--- src/logic/utrc_pkg.sv ---
// Shared constants and types of the serial transmitter and receiver core
package utrc_pkg;
  localparam int FIFO_DEPTH = 64;
  localparam int PTR_W = 6;
  localparam int CNT_W = 7;
  localparam int TX_W = 8;
  localparam int RX_W = 12;
  localparam int CLK_HZ = 10_000_000;
  localparam int MAX_BPS = 2_000_000;
  localparam logic [7:0] OFS_DATA = 8'h00;
  localparam logic [7:0] OFS_FLAG = 8'h04;
  localparam logic [7:0] OFS_ERR = 8'h08;
  localparam logic [7:0] OFS_LINE = 8'h0c;
  localparam logic [7:0] OFS_CTRL = 8'h10;
  localparam logic [7:0] OFS_DIV = 8'h14;
  localparam logic [7:0] OFS_XCHAR = 8'h18;
  localparam logic [7:0] OFS_WMARK = 8'h1c;
  // tx_line_control fields
  localparam int LN_WLEN = 0;
  localparam int LN_PEN = 2;
  localparam int LN_EVEN = 3;
  localparam int LN_STICK = 4;
  localparam int LN_STOP2 = 5;
  localparam int LN_BRK = 6;
  // Control fields
  localparam int CT_EN = 0;
  localparam int CT_FIFO = 1;
  localparam int CT_OVS = 2;
  localparam int CT_RTS = 3;
  localparam int CT_CTS = 4;
  localparam int CT_SWF = 5;
  // flag_register fields
  localparam int FL_BUSY = 0;
  localparam int FL_RXE = 1;
  localparam int FL_TXF = 2;
  localparam int FL_RXF = 3;
  localparam int FL_TXE = 4;
  localparam int FL_PAUSE = 5;
  // Error register and receive entry fields
  localparam int ER_FE = 0;
  localparam int ER_PE = 1;
  localparam int ER_BE = 2;
  localparam int ER_OE = 3;
  localparam int DIV_FRAC_W = 6;
  localparam logic [6:0] LINE_RST = 7'h03;
  localparam logic [5:0] CTRL_RST = 6'h02;
  localparam logic [21:0] DIV_RST = 22'h000040;
  localparam logic [15:0] XCHAR_RST = 16'h1311;
  localparam logic [6:0] WMARK_RST = 7'h20;
  // Oversampling: 16 or 8 ticks a bit
  localparam logic [3:0] LAST16 = 4'hf;
  localparam logic [3:0] LAST8 = 4'h7;
  localparam logic [3:0] HALF16 = 4'h8;
  localparam logic [3:0] HALF8 = 4'h4;
  typedef enum logic [4:0] {
    ST_IDLE = 5'b00001,
    ST_START = 5'b00010,
    ST_DATA = 5'b00100,
    ST_PAR = 5'b01000,
    ST_STOP = 5'b10000
  } utrc_state_e;
endpackage

--- src/logic/utrc_core.sv ---
// Serial transmitter and receiver core with APB registers
// Summary of operation
// (RULE1) Bit rate is programmable; the 2 Mbps ceiling is the fastest supported. At a 10 MHz clock the core reaches 1.25 Mbps at most (8 ticks a bit).
// (RULE2) Five to eight data bits per frame, same setting both ways.
// (RULE3) Parity even, odd, stick or none, generated and checked.
// (RULE4) Transmitter sends one or two stop bits.
// (RULE5) Received pause and resume characters stop and restart transmission.
// (RULE6) Break is forced on the line and detected on receive.
// (RULE7) Transmit buffer 64 by 8, receive buffer 64 by 12.
// (RULE8) Entry holds data 7:0, framing 8, parity 9, break 10.
// (RULE9) Character arriving at full receive buffer is dropped and overrun raised.
// (RULE10) Pending overrun is stored in bit 11 of next stored character.
// (RULE11) Enabled, buffered data is sent back to back until empty.
// (RULE12) Busy is set while transmit buffer holds data, even when disabled.
// (RULE13) Busy clears once buffer empty and last stop bit sent.
// (RULE14) Each bit is the majority of three samples around mid bit.
// (RULE15) Start is rechecked on the eighth tick (fourth at 8 ticks a bit); high means false start.
// (RULE16) Data bits sampled every bit period after a valid start.
// (RULE17) Parity checked, then a low stop bit is a framing error.
// (RULE18) Completed characters are stored with their error bits.
// (RULE19) Buffering off makes each direction a one-entry holding register.
// (RULE20) Unbuffered, a new character before the old one is read overruns.
// (RULE21) Oversampling tick pulses at 16 or 8 times the bit rate.
// (RULE22) Divisor is 16-bit integer plus 6-bit fraction.
// (RULE23) Ready-to-receive is asserted until receive level reaches watermark.
// (RULE24) With permit flow on, transmit starts only while permit is asserted.
// (RULE25) Line idles high; start low, data LSB first, parity, stop.
// (RULE26) Overrun, framing, parity and break stay visible to software.
`timescale 1ns/1ps
module utrc_core import utrc_pkg::*; (
  // APB slave
  input wire logic pclk,
  input wire logic presetn,
  input wire logic psel,
  input wire logic penable,
  input wire logic pwrite,
  input wire logic [7:0] paddr,
  input wire logic [31:0] pwdata,
  output logic [31:0] prdata,
  output logic pready,
  output logic pslverr,
  // Serial line
  input wire logic rxd,
  output logic txd,
  // Hardware flow control, active low
  input wire logic tx_permit_n,
  output logic rx_ready_n
);
  logic [6:0] tx_line_control;
  logic [5:0] ctrl;
  logic [21:0] divisor;
  logic [15:0] xchar;
  logic [6:0] wmark;
  logic [3:0] err;
  logic tx_paused;

  // APB decode
  wire setup = psel && !penable;
  wire commit = psel && penable && pready;
  wire wr = commit && pwrite;
  wire rd = commit && !pwrite;
  wire hit_data = (paddr == OFS_DATA);
  wire hit_flag = (paddr == OFS_FLAG);
  wire hit_err = (paddr == OFS_ERR);
  wire hit_line = (paddr == OFS_LINE);
  wire hit_ctrl = (paddr == OFS_CTRL);
  wire hit_div = (paddr == OFS_DIV);
  wire hit_xchar = (paddr == OFS_XCHAR);
  wire hit_wmark = (paddr == OFS_WMARK);
  wire mapped = hit_data || hit_flag || hit_err || hit_line || hit_ctrl
    || hit_div || hit_xchar || hit_wmark;

  wire en = ctrl[CT_EN];
  wire ovs = ctrl[CT_OVS];
  wire [3:0] last_sub = ovs ? LAST8 : LAST16;
  wire [3:0] half = ovs ? HALF8 : HALF16;
  wire [3:0] nbits_m1 = {2'b01, tx_line_control[LN_WLEN+1:LN_WLEN]};
  wire [7:0] dmask = 8'hff >> (3'd3 - tx_line_control[LN_WLEN+1:LN_WLEN]);
  wire pen = tx_line_control[LN_PEN];
  wire even = tx_line_control[LN_EVEN];
  wire stick = tx_line_control[LN_STICK];
  wire brk = tx_line_control[LN_BRK];

  // Fractional divider making the oversampling tick
  logic [15:0] bcnt;
  logic [5:0] facc;
  logic tick;
  wire [15:0] dint = divisor[21:DIV_FRAC_W];
  wire [6:0] fsum = {1'b0, facc} + {1'b0, divisor[DIV_FRAC_W-1:0]};
  wire [15:0] dint_m1 = (dint == 16'h0000) ? 16'h0000 : dint - 16'h0001;
  wire [15:0] next_bcnt = dint_m1 + {15'h0000, fsum[6]};

  always_ff @(posedge pclk or negedge presetn)
  begin
    if (!presetn)
    begin
      bcnt <= 16'h0000;
      facc <= 6'h00;
      tick <= 1'b0;
    end
    else if (bcnt == 16'h0000)
    begin
      bcnt <= next_bcnt; // RULE22
      facc <= fsum[5:0];
      tick <= 1'b1; // RULE21 RULE1
    end
    else
    begin
      bcnt <= bcnt - 16'h0001;
      tick <= 1'b0;
    end
  end

  // Buffers
  logic [7:0] tx_rdata;
  logic [11:0] rx_rdata;
  logic [6:0] tx_count;
  logic [6:0] rx_count;
  logic tx_full;
  logic tx_empty;
  logic rx_full;
  logic rx_empty;
  logic tx_pop;
  logic rx_push;
  logic [11:0] rx_word;
  wire tx_push = wr && hit_data;
  wire rx_pop = rd && hit_data;

  utrc_fifo #(.W(TX_W)) u_txf ( // RULE7 RULE19
    .pclk(pclk), .presetn(presetn), .single(!ctrl[CT_FIFO]),
    .push(tx_push), .wdata(pwdata[7:0]), .pop(tx_pop), .rdata(tx_rdata),
    .count(tx_count), .full(tx_full), .empty(tx_empty)
  );

  utrc_fifo #(.W(RX_W)) u_rxf ( // RULE7 RULE19
    .pclk(pclk), .presetn(presetn), .single(!ctrl[CT_FIFO]),
    .push(rx_push), .wdata(rx_word), .pop(rx_pop), .rdata(rx_rdata),
    .count(rx_count), .full(rx_full), .empty(rx_empty)
  );

  // Transmitter
  utrc_state_e tx_st;
  logic [3:0] tx_sub;
  logic [3:0] tx_cnt;
  logic [7:0] tx_sh;
  logic tx_par;
  wire tx_end = tick && (tx_sub == last_sub);
  wire permit = !ctrl[CT_CTS] || !tx_permit_n;
  wire [7:0] tx_data = tx_rdata & dmask;
  wire tx_go = (tx_st == ST_IDLE) && !tx_empty && en && !tx_paused && permit; // RULE11 RULE5 RULE24
  wire busy = !tx_empty || (tx_st != ST_IDLE); // RULE12 RULE13
  wire par_calc = stick ? !even : (even ? ^tx_data : ~^tx_data); // RULE3
  assign tx_pop = tx_go;
  wire tx_line = (tx_st == ST_START) ? 1'b0 : // RULE25
    (tx_st == ST_DATA) ? tx_sh[0] :
    (tx_st == ST_PAR) ? tx_par : 1'b1;

  always_ff @(posedge pclk or negedge presetn)
  begin
    if (!presetn)
    begin
      tx_st <= ST_IDLE;
      tx_sub <= 4'h0;
      tx_cnt <= 4'h0;
      tx_sh <= 8'h00;
      tx_par <= 1'b0;
      txd <= 1'b1;
    end
    else
    begin
      txd <= tx_line && !brk; // RULE6
      if (tick)
        tx_sub <= (tx_sub == last_sub) ? 4'h0 : tx_sub + 4'h1;
      unique case (tx_st)
        ST_IDLE:
          if (tx_go)
          begin
            tx_sh <= tx_data;
            tx_par <= par_calc;
            tx_sub <= 4'h0;
            tx_st <= ST_START;
          end
        ST_START:
          if (tx_end)
          begin
            tx_cnt <= 4'h0;
            tx_st <= ST_DATA;
          end
        ST_DATA:
          if (tx_end)
          begin
            tx_sh <= tx_sh >> 1;
            tx_cnt <= tx_cnt + 4'h1;
            if (tx_cnt == nbits_m1) // RULE2
            begin
              tx_cnt <= 4'h0;
              tx_st <= pen ? ST_PAR : ST_STOP;
            end
          end
        ST_PAR:
          if (tx_end)
            tx_st <= ST_STOP;
        ST_STOP:
          if (tx_end)
          begin
            if (tx_line_control[LN_STOP2] && tx_cnt == 4'h0)
              tx_cnt <= 4'h1; // RULE4
            else
              tx_st <= ST_IDLE; // RULE11
          end
      endcase
    end
  end

  // Receiver
  utrc_state_e rx_st;
  logic [3:0] rx_sub;
  logic [3:0] rx_cnt;
  logic [7:0] rx_sh;
  logic [1:0] hist;
  logic rx_prev;
  logic rx_pbit;
  logic rx_pe;
  logic ovr_pend;
  wire maj = (hist[1] & hist[0]) | (hist[1] & rxd) | (hist[0] & rxd); // RULE14
  wire at_mid = tick && (rx_sub == half);
  wire at_chk = tick && (rx_sub == half - 4'h1);
  wire rx_done = (rx_st == ST_STOP) && at_mid;
  wire rx_fe = !maj;
  wire rx_be = (rx_sh == 8'h00) && !rx_pbit && !maj;
  wire exp_par = stick ? !even : (even ? ^rx_sh : ~^rx_sh);
  assign rx_word = {ovr_pend, rx_be, rx_pe, rx_fe, rx_sh}; // RULE8 RULE10
  assign rx_push = rx_done && !rx_full; // RULE18

  always_ff @(posedge pclk or negedge presetn)
  begin
    if (!presetn)
    begin
      rx_st <= ST_IDLE;
      rx_sub <= 4'h0;
      rx_cnt <= 4'h0;
      rx_sh <= 8'h00;
      hist <= 2'b11;
      rx_prev <= 1'b1;
      rx_pbit <= 1'b0;
      rx_pe <= 1'b0;
      ovr_pend <= 1'b0;
    end
    else
    begin
      rx_prev <= rxd;
      if (tick)
      begin
        hist <= {hist[0], rxd};
        rx_sub <= (rx_sub == last_sub) ? 4'h0 : rx_sub + 4'h1;
      end
      if (rx_done)
        ovr_pend <= rx_full; // RULE9 RULE20 RULE10
      unique case (rx_st)
        ST_IDLE:
          if (en && rx_prev && !rxd)
          begin
            rx_sub <= 4'h0;
            rx_cnt <= 4'h0;
            rx_sh <= 8'h00;
            rx_pbit <= 1'b0;
            rx_pe <= 1'b0;
            rx_st <= ST_START;
          end
        ST_START:
          if (at_chk && rxd)
            rx_st <= ST_IDLE; // RULE15
          else if (at_mid)
            rx_st <= ST_DATA;
        ST_DATA:
          if (at_mid)
          begin
            rx_sh[rx_cnt[2:0]] <= maj; // RULE16 RULE25
            rx_cnt <= rx_cnt + 4'h1;
            if (rx_cnt == nbits_m1) // RULE2
              rx_st <= pen ? ST_PAR : ST_STOP;
          end
        ST_PAR:
          if (at_mid)
          begin
            rx_pbit <= maj;
            rx_pe <= (maj != exp_par); // RULE17 RULE3
            rx_st <= ST_STOP;
          end
        ST_STOP:
          if (at_mid)
            rx_st <= ST_IDLE; // RULE17
      endcase
    end
  end

  // Pause and resume characters taken from the receive path
  wire is_pause = rx_done && (rx_sh == xchar[15:8]);
  wire is_resume = rx_done && (rx_sh == xchar[7:0]);

  always_ff @(posedge pclk or negedge presetn)
  begin
    if (!presetn)
      tx_paused <= 1'b0;
    else if (!ctrl[CT_SWF])
      tx_paused <= 1'b0;
    else if (is_pause)
      tx_paused <= 1'b1; // RULE5
    else if (is_resume)
      tx_paused <= 1'b0; // RULE5
  end

  // Sticky errors, write one to clear; a new event beats the clear
  wire [3:0] err_set = {rx_done && rx_full, rx_done && rx_be,
    rx_done && rx_pe, rx_done && rx_fe};
  wire [3:0] err_clr = (wr && hit_err) ? pwdata[3:0] : 4'h0;

  // Registers
  always_ff @(posedge pclk or negedge presetn)
  begin
    if (!presetn)
    begin
      tx_line_control <= LINE_RST;
      ctrl <= CTRL_RST;
      divisor <= DIV_RST;
      xchar <= XCHAR_RST;
      wmark <= WMARK_RST;
      err <= 4'h0;
    end
    else
    begin
      err <= (err & ~err_clr) | err_set; // RULE26
      if (wr && hit_line)
        tx_line_control <= pwdata[6:0];
      if (wr && hit_ctrl)
        ctrl <= pwdata[5:0];
      if (wr && hit_div)
        divisor <= pwdata[21:0];
      if (wr && hit_xchar)
        xchar <= pwdata[15:0];
      if (wr && hit_wmark)
        wmark <= pwdata[6:0];
    end
  end

  wire [6:0] flags = {!tx_permit_n, tx_paused, tx_empty, rx_full, tx_full, rx_empty, busy};
  wire [31:0] rdata = hit_data ? {20'h00000, rx_rdata} :
    hit_flag ? {25'h0000000, flags} :
    hit_err ? {28'h0000000, err} :
    hit_line ? {25'h0000000, tx_line_control} :
    hit_ctrl ? {26'h0000000, ctrl} :
    hit_div ? {10'h000, divisor} :
    hit_xchar ? {16'h0000, xchar} :
    hit_wmark ? {25'h0000000, wmark} : 32'h00000000;

  // One access cycle: answer is prepared during setup
  always_ff @(posedge pclk or negedge presetn)
  begin
    if (!presetn)
    begin
      pready <= 1'b0;
      pslverr <= 1'b0;
      prdata <= 32'h00000000;
      rx_ready_n <= 1'b1;
    end
    else
    begin
      pready <= setup;
      pslverr <= setup && !mapped;
      if (setup && !pwrite)
        prdata <= rdata;
      rx_ready_n <= ctrl[CT_RTS] && (rx_count >= wmark); // RULE23
    end
  end
endmodule

--- src/logic/utrc_fifo.sv ---
// Flip-flop FIFO with optional one-entry holding mode
`timescale 1ns/1ps
module utrc_fifo import utrc_pkg::*; #(
  parameter int W = 8
) (
  // Clock and reset
  input wire logic pclk,
  input wire logic presetn,
  // Mode
  input wire logic single,
  // Fill side
  input wire logic push,
  input wire logic [W-1:0] wdata,
  // Drain side
  input wire logic pop,
  output logic [W-1:0] rdata,
  // Level
  output logic [CNT_W-1:0] count,
  output logic full,
  output logic empty
);
  logic [W-1:0] mem [FIFO_DEPTH];
  logic [PTR_W-1:0] wptr;
  logic [PTR_W-1:0] rptr;
  wire do_push = push && !full;
  wire do_pop = pop && !empty;

  // Flags limited to one entry give the holding-register view
  assign full = single ? (count != 7'h00) : (count == 7'h40);
  assign empty = (count == 7'h00);
  assign rdata = mem[rptr];

  always_ff @(posedge pclk or negedge presetn)
  begin
    if (!presetn)
    begin
      wptr <= 6'h00;
      rptr <= 6'h00;
      count <= 7'h00;
    end
    else
    begin
      wptr <= wptr + {5'h00, do_push};
      rptr <= rptr + {5'h00, do_pop};
      count <= count + {6'h00, do_push} - {6'h00, do_pop};
    end
  end

  always_ff @(posedge pclk)
  begin
    if (do_push)
      mem[wptr] <= wdata;
  end
endmodule

--- config.mk ---
export PLATFORM = sky130hd
export DESIGN_NAME = utrc_core
export DESIGN_NICKNAME = d
export VERILOG_FILES = /design/src/logic/utrc_pkg.sv /design/src/logic/utrc_core.sv /design/src/logic/utrc_fifo.sv
export SDC_FILE = /design/constraint.sdc
export NUM_CORES = 2
export LEC_CHECK = 0
export ABC_AREA = 1
export BUFFER_PORTS_ARGS = -buffer_cell sky130_fd_sc_hd__buf_2
export CAP_MARGIN = 20
export CORE_MARGIN = 2
export CORE_UTILIZATION = 29
export CTS_CLUSTER_SIZE = 30
export DETAILED_ROUTE_END_ITERATION = 10
export GPL_TIMING_DRIVEN = 0
export PLACE_DENSITY_LB_ADDON = 0.15
export RECOVER_POWER = 50
export SLEW_MARGIN = 10
export SYNTH_ARGS = -nofsm -noshare
export SYNTH_HDL_FRONTEND = slang
export SYNTH_SLANG_ARGS = --single-unit
--- constraint.sdc ---
create_clock -name pclk -period 6.6 [get_ports pclk]
set_clock_uncertainty 0.15 [all_clocks]
set_input_delay 1.32 -clock pclk [delete_from_list [all_inputs] [get_ports pclk]]
set_output_delay 1.32 -clock pclk [all_outputs]
set_load 0.02 [all_outputs]
==> results.toml <==
[die]
start_util = 0.292
coreArea_sq_um = 212000
dieHeight_um = 466
pin_count = 83
die_x_um = 466
num_rows = 169
die_area_sq_um = 218000

[worst_setup_path]
cp.required_ps = 7120
worstReg2RegStart = "rx_sh[1]"
critPathKind = "in -> reg"
r2r-end = "u_rxf.mem[19][10]"
cp_max_fo = 63
reg2reg_slack_ps = 1660
startpoint_type = "input pin"
cp.arrival_ps = 5680
rr_worst_depth = 9
worst_setup_path_end_kind = "register"

[outcome]
violations = "max-capacitance violations, max-slew violations"
status = "complete, but fails checks"

[synth]
netlist_instances = 5375
yosys_warnings = 0
synth_commonest_cells = "edfxtp_1, nand2_1, nor2_1"
synth_most_common_cell = "edfxtp_1"
ys_top_cells_by_area = "edfxtp_1, dfrtp_1, nand2_1"
netlist.area_leader.share = 0.620
ys_seq_area_frac = 0.700
synth_edf_count = 1280
ys.flop_type = "edfxtp_1"
ys_async_sr_fraction = 0.135
syn-cell-area_sq_um = 62000
syn-mean-instance-area_sq_um = 11.5
synth_top_cell_by_area = "edfxtp_1"
ys_seq_elements = 1479
synthDistinctLibCells = 58

[cts]
cts_sinks = 1479
clkTransAtPathRegs_ps = 60
cts.repair.resized = 0
cts.htree.levels = 4
cts-hold-fix-buffers = 0
clock_path_buffers = 3
cts_tree = "built"
post_cts_buffers = 0
root_buffer = "clkbuf_16"
clkLatencyLatePin_ps = 820
numCtsBuffers = 168

[detailed_routing]
viasPerCell = 5.16
routed_wl_um = 240000
drc = 0
post_drt_wl_per_cell_um = 27.7
dr.pass1.iters = 6
drt_iter0_markers = 5231
vias = 44800
postRouteAntennaNets = 0

[sta]
max_freq_ghz = 0.194
setup_viol = 0
fin_hold_ws_ps = 321
min_period_ps = 5160
max_slew_margin = -1.50
slew_violations = 1159
tightest_slew_ps = 3750
fin_crit_sh = 0.782
setup_slack_ps = 1440
rsz0062_at_grt = "false"
finalHoldViolCount = 0

[power_and_ir_drop]
p_leak_nw = 25.1
p_per_area_nw_per_um2 = 270
ir_worst_vdd_uv = 297
total_power_w = 0.0196

[final_layout]
fillers = 21200
layout-drive-gt1-share = 0.107
fin_cells = 8687
area_growth_pct = 17.3
design_area_sq_um = 72700
nNetsFinal = 5839

[placed_design]
numPortBuffers = 62
place_area_sq_um = 67900
globalplace.congestion = 0.900
hpwl_um = 169000
placedCellCount = 8380
place_ws_ps = 1030

[grt]
track_usage = 0.217
grt_max_degree = 96
grt_pass1_vias = 42600
overflow = 0
grt_pass1_wl_um = 334000
antenna_found_initial = 12

[worst_hold_path]
min-delay-start = "bcnt[0]"
hp-class = "reg -> reg"
min_to = "bcnt[0]"
hold-path-cell-count = 1

[run]
cap_violations = 20
[worst max path at each step]
stage | start | slack [ps] | to | cells past startpoint
6_report | pwdata[0] | 1440 | err[0] | 5
5_1_grt | pwdata[1] | 1330 | err[1] | 5
4_1_cts | paddr[1] | 1870 | u_txf.mem[10][6] | 10
3_5_place_dp | paddr[1] | 1030 | u_txf.mem[10][1] | 10
3_3_place_gp | rx_sh[6] | -3730 | u_rxf.mem[19][10] | 4
2_1_floorplan | rxd | 1650 | u_rxf.mem[0][10] | 4
[registers in the layout, summed over array words and instances, names as in the netlist, 7 cells and up]
name,flops
u_rxf.mem,768
u_txf.mem,512
divisor,22
prdata,22
bcnt,16
xchar,16
rx_sh,8
tx_sh,8
tx_line_control,7
u_rxf.count,7
u_txf.count,7
wmark,7
[per-stage QoR]
stage                util  TNS [ps]
floorplan               -         0
global placement    0.310   -240120
detailed placement  0.320         0
CTS                 0.345         0
global route        0.343         0
finish              0.343         0
[metal layers]
| layer | part of all wire | wire, um | vias to the layer above | track usage |
|---|---|---|---|---|
| met5 | 0.00024 | 57 | - | 0 |
| met4 | 0.038 | 9020 | 10 | 0.0770 |
| met3 | 0.076 | 18400 | 414 | 0.0380 |
| met2 | 0.45 | 108000 | 1973 | 0.336 |
| met1 | 0.44 | 105000 | 22600 | 0.304 |
| li1 | - | - | 19900 | - |
[where the power goes]
part / internal [W] / leakage, nW / switching [W]
Combinational: 0.0000888 / 9.44 / 0.000234
Clock: 0.00527 / 2.58 / 0.00387
Sequential: 0.0101 / 13.1 / 0.0000280
[area by class of cell]
cell class	count	area [sq um]	area share
flip-flops and latches	1479	43400	0.597
multi-input cells	3395	16600	0.228
clock buffers	247	4780	0.0657
well taps	2821	3530	0.0485
repair buffers	181	1740	0.0239
plain buffers	294	1370	0.0189
inverters	216	817	0.0112
clock inverters	53	480	0.00661
diodes	1	2.50	0.0000344
[kinds of logic after synthesis]
group	count (synthesis)	share of synthesized area
other	1	0.0000605
adders and majority gates	57	0.0119
muxes	1	0.000182
AOI/OAI and AO/OA	974	0.0893
DFF	1479	0.700
xor gates and xnor gates	78	0.0110
buffers and inverters	510	0.0353
and+or+nand+nor	2275	0.152
[cells in the final DEF (no fill, tap or decap), drive strengths merged, types with 3 or more instances in the layout]
cell	instances
o22ai	127
a311oi	6
clkinv	46
a211oi	6
a31oi	7
nand2	1111
o211ai	29
nand4	43
conb	10
nor2	640
dfrtp	182
buf	287
o31ai	3
nor3	26
ha	54
nor4	17
edfxtp	1280
o21ai	547
o221ai	74
a21oi	146
o21a	8
xnor2	13
a221oi	4
inv	215
dfstp	17
xor2	65
o22a	4
bufinv	7
clkbuf	435
fa	3
nand3	430
[worst max-delay path, cell delays in order]
cell and delay [ps]:
clkbuf_1 350, clkbuf_1 2410, inv_1 970, o21ai_0 400
o21ai_0 120
Power figures use the tool's default switching activity.
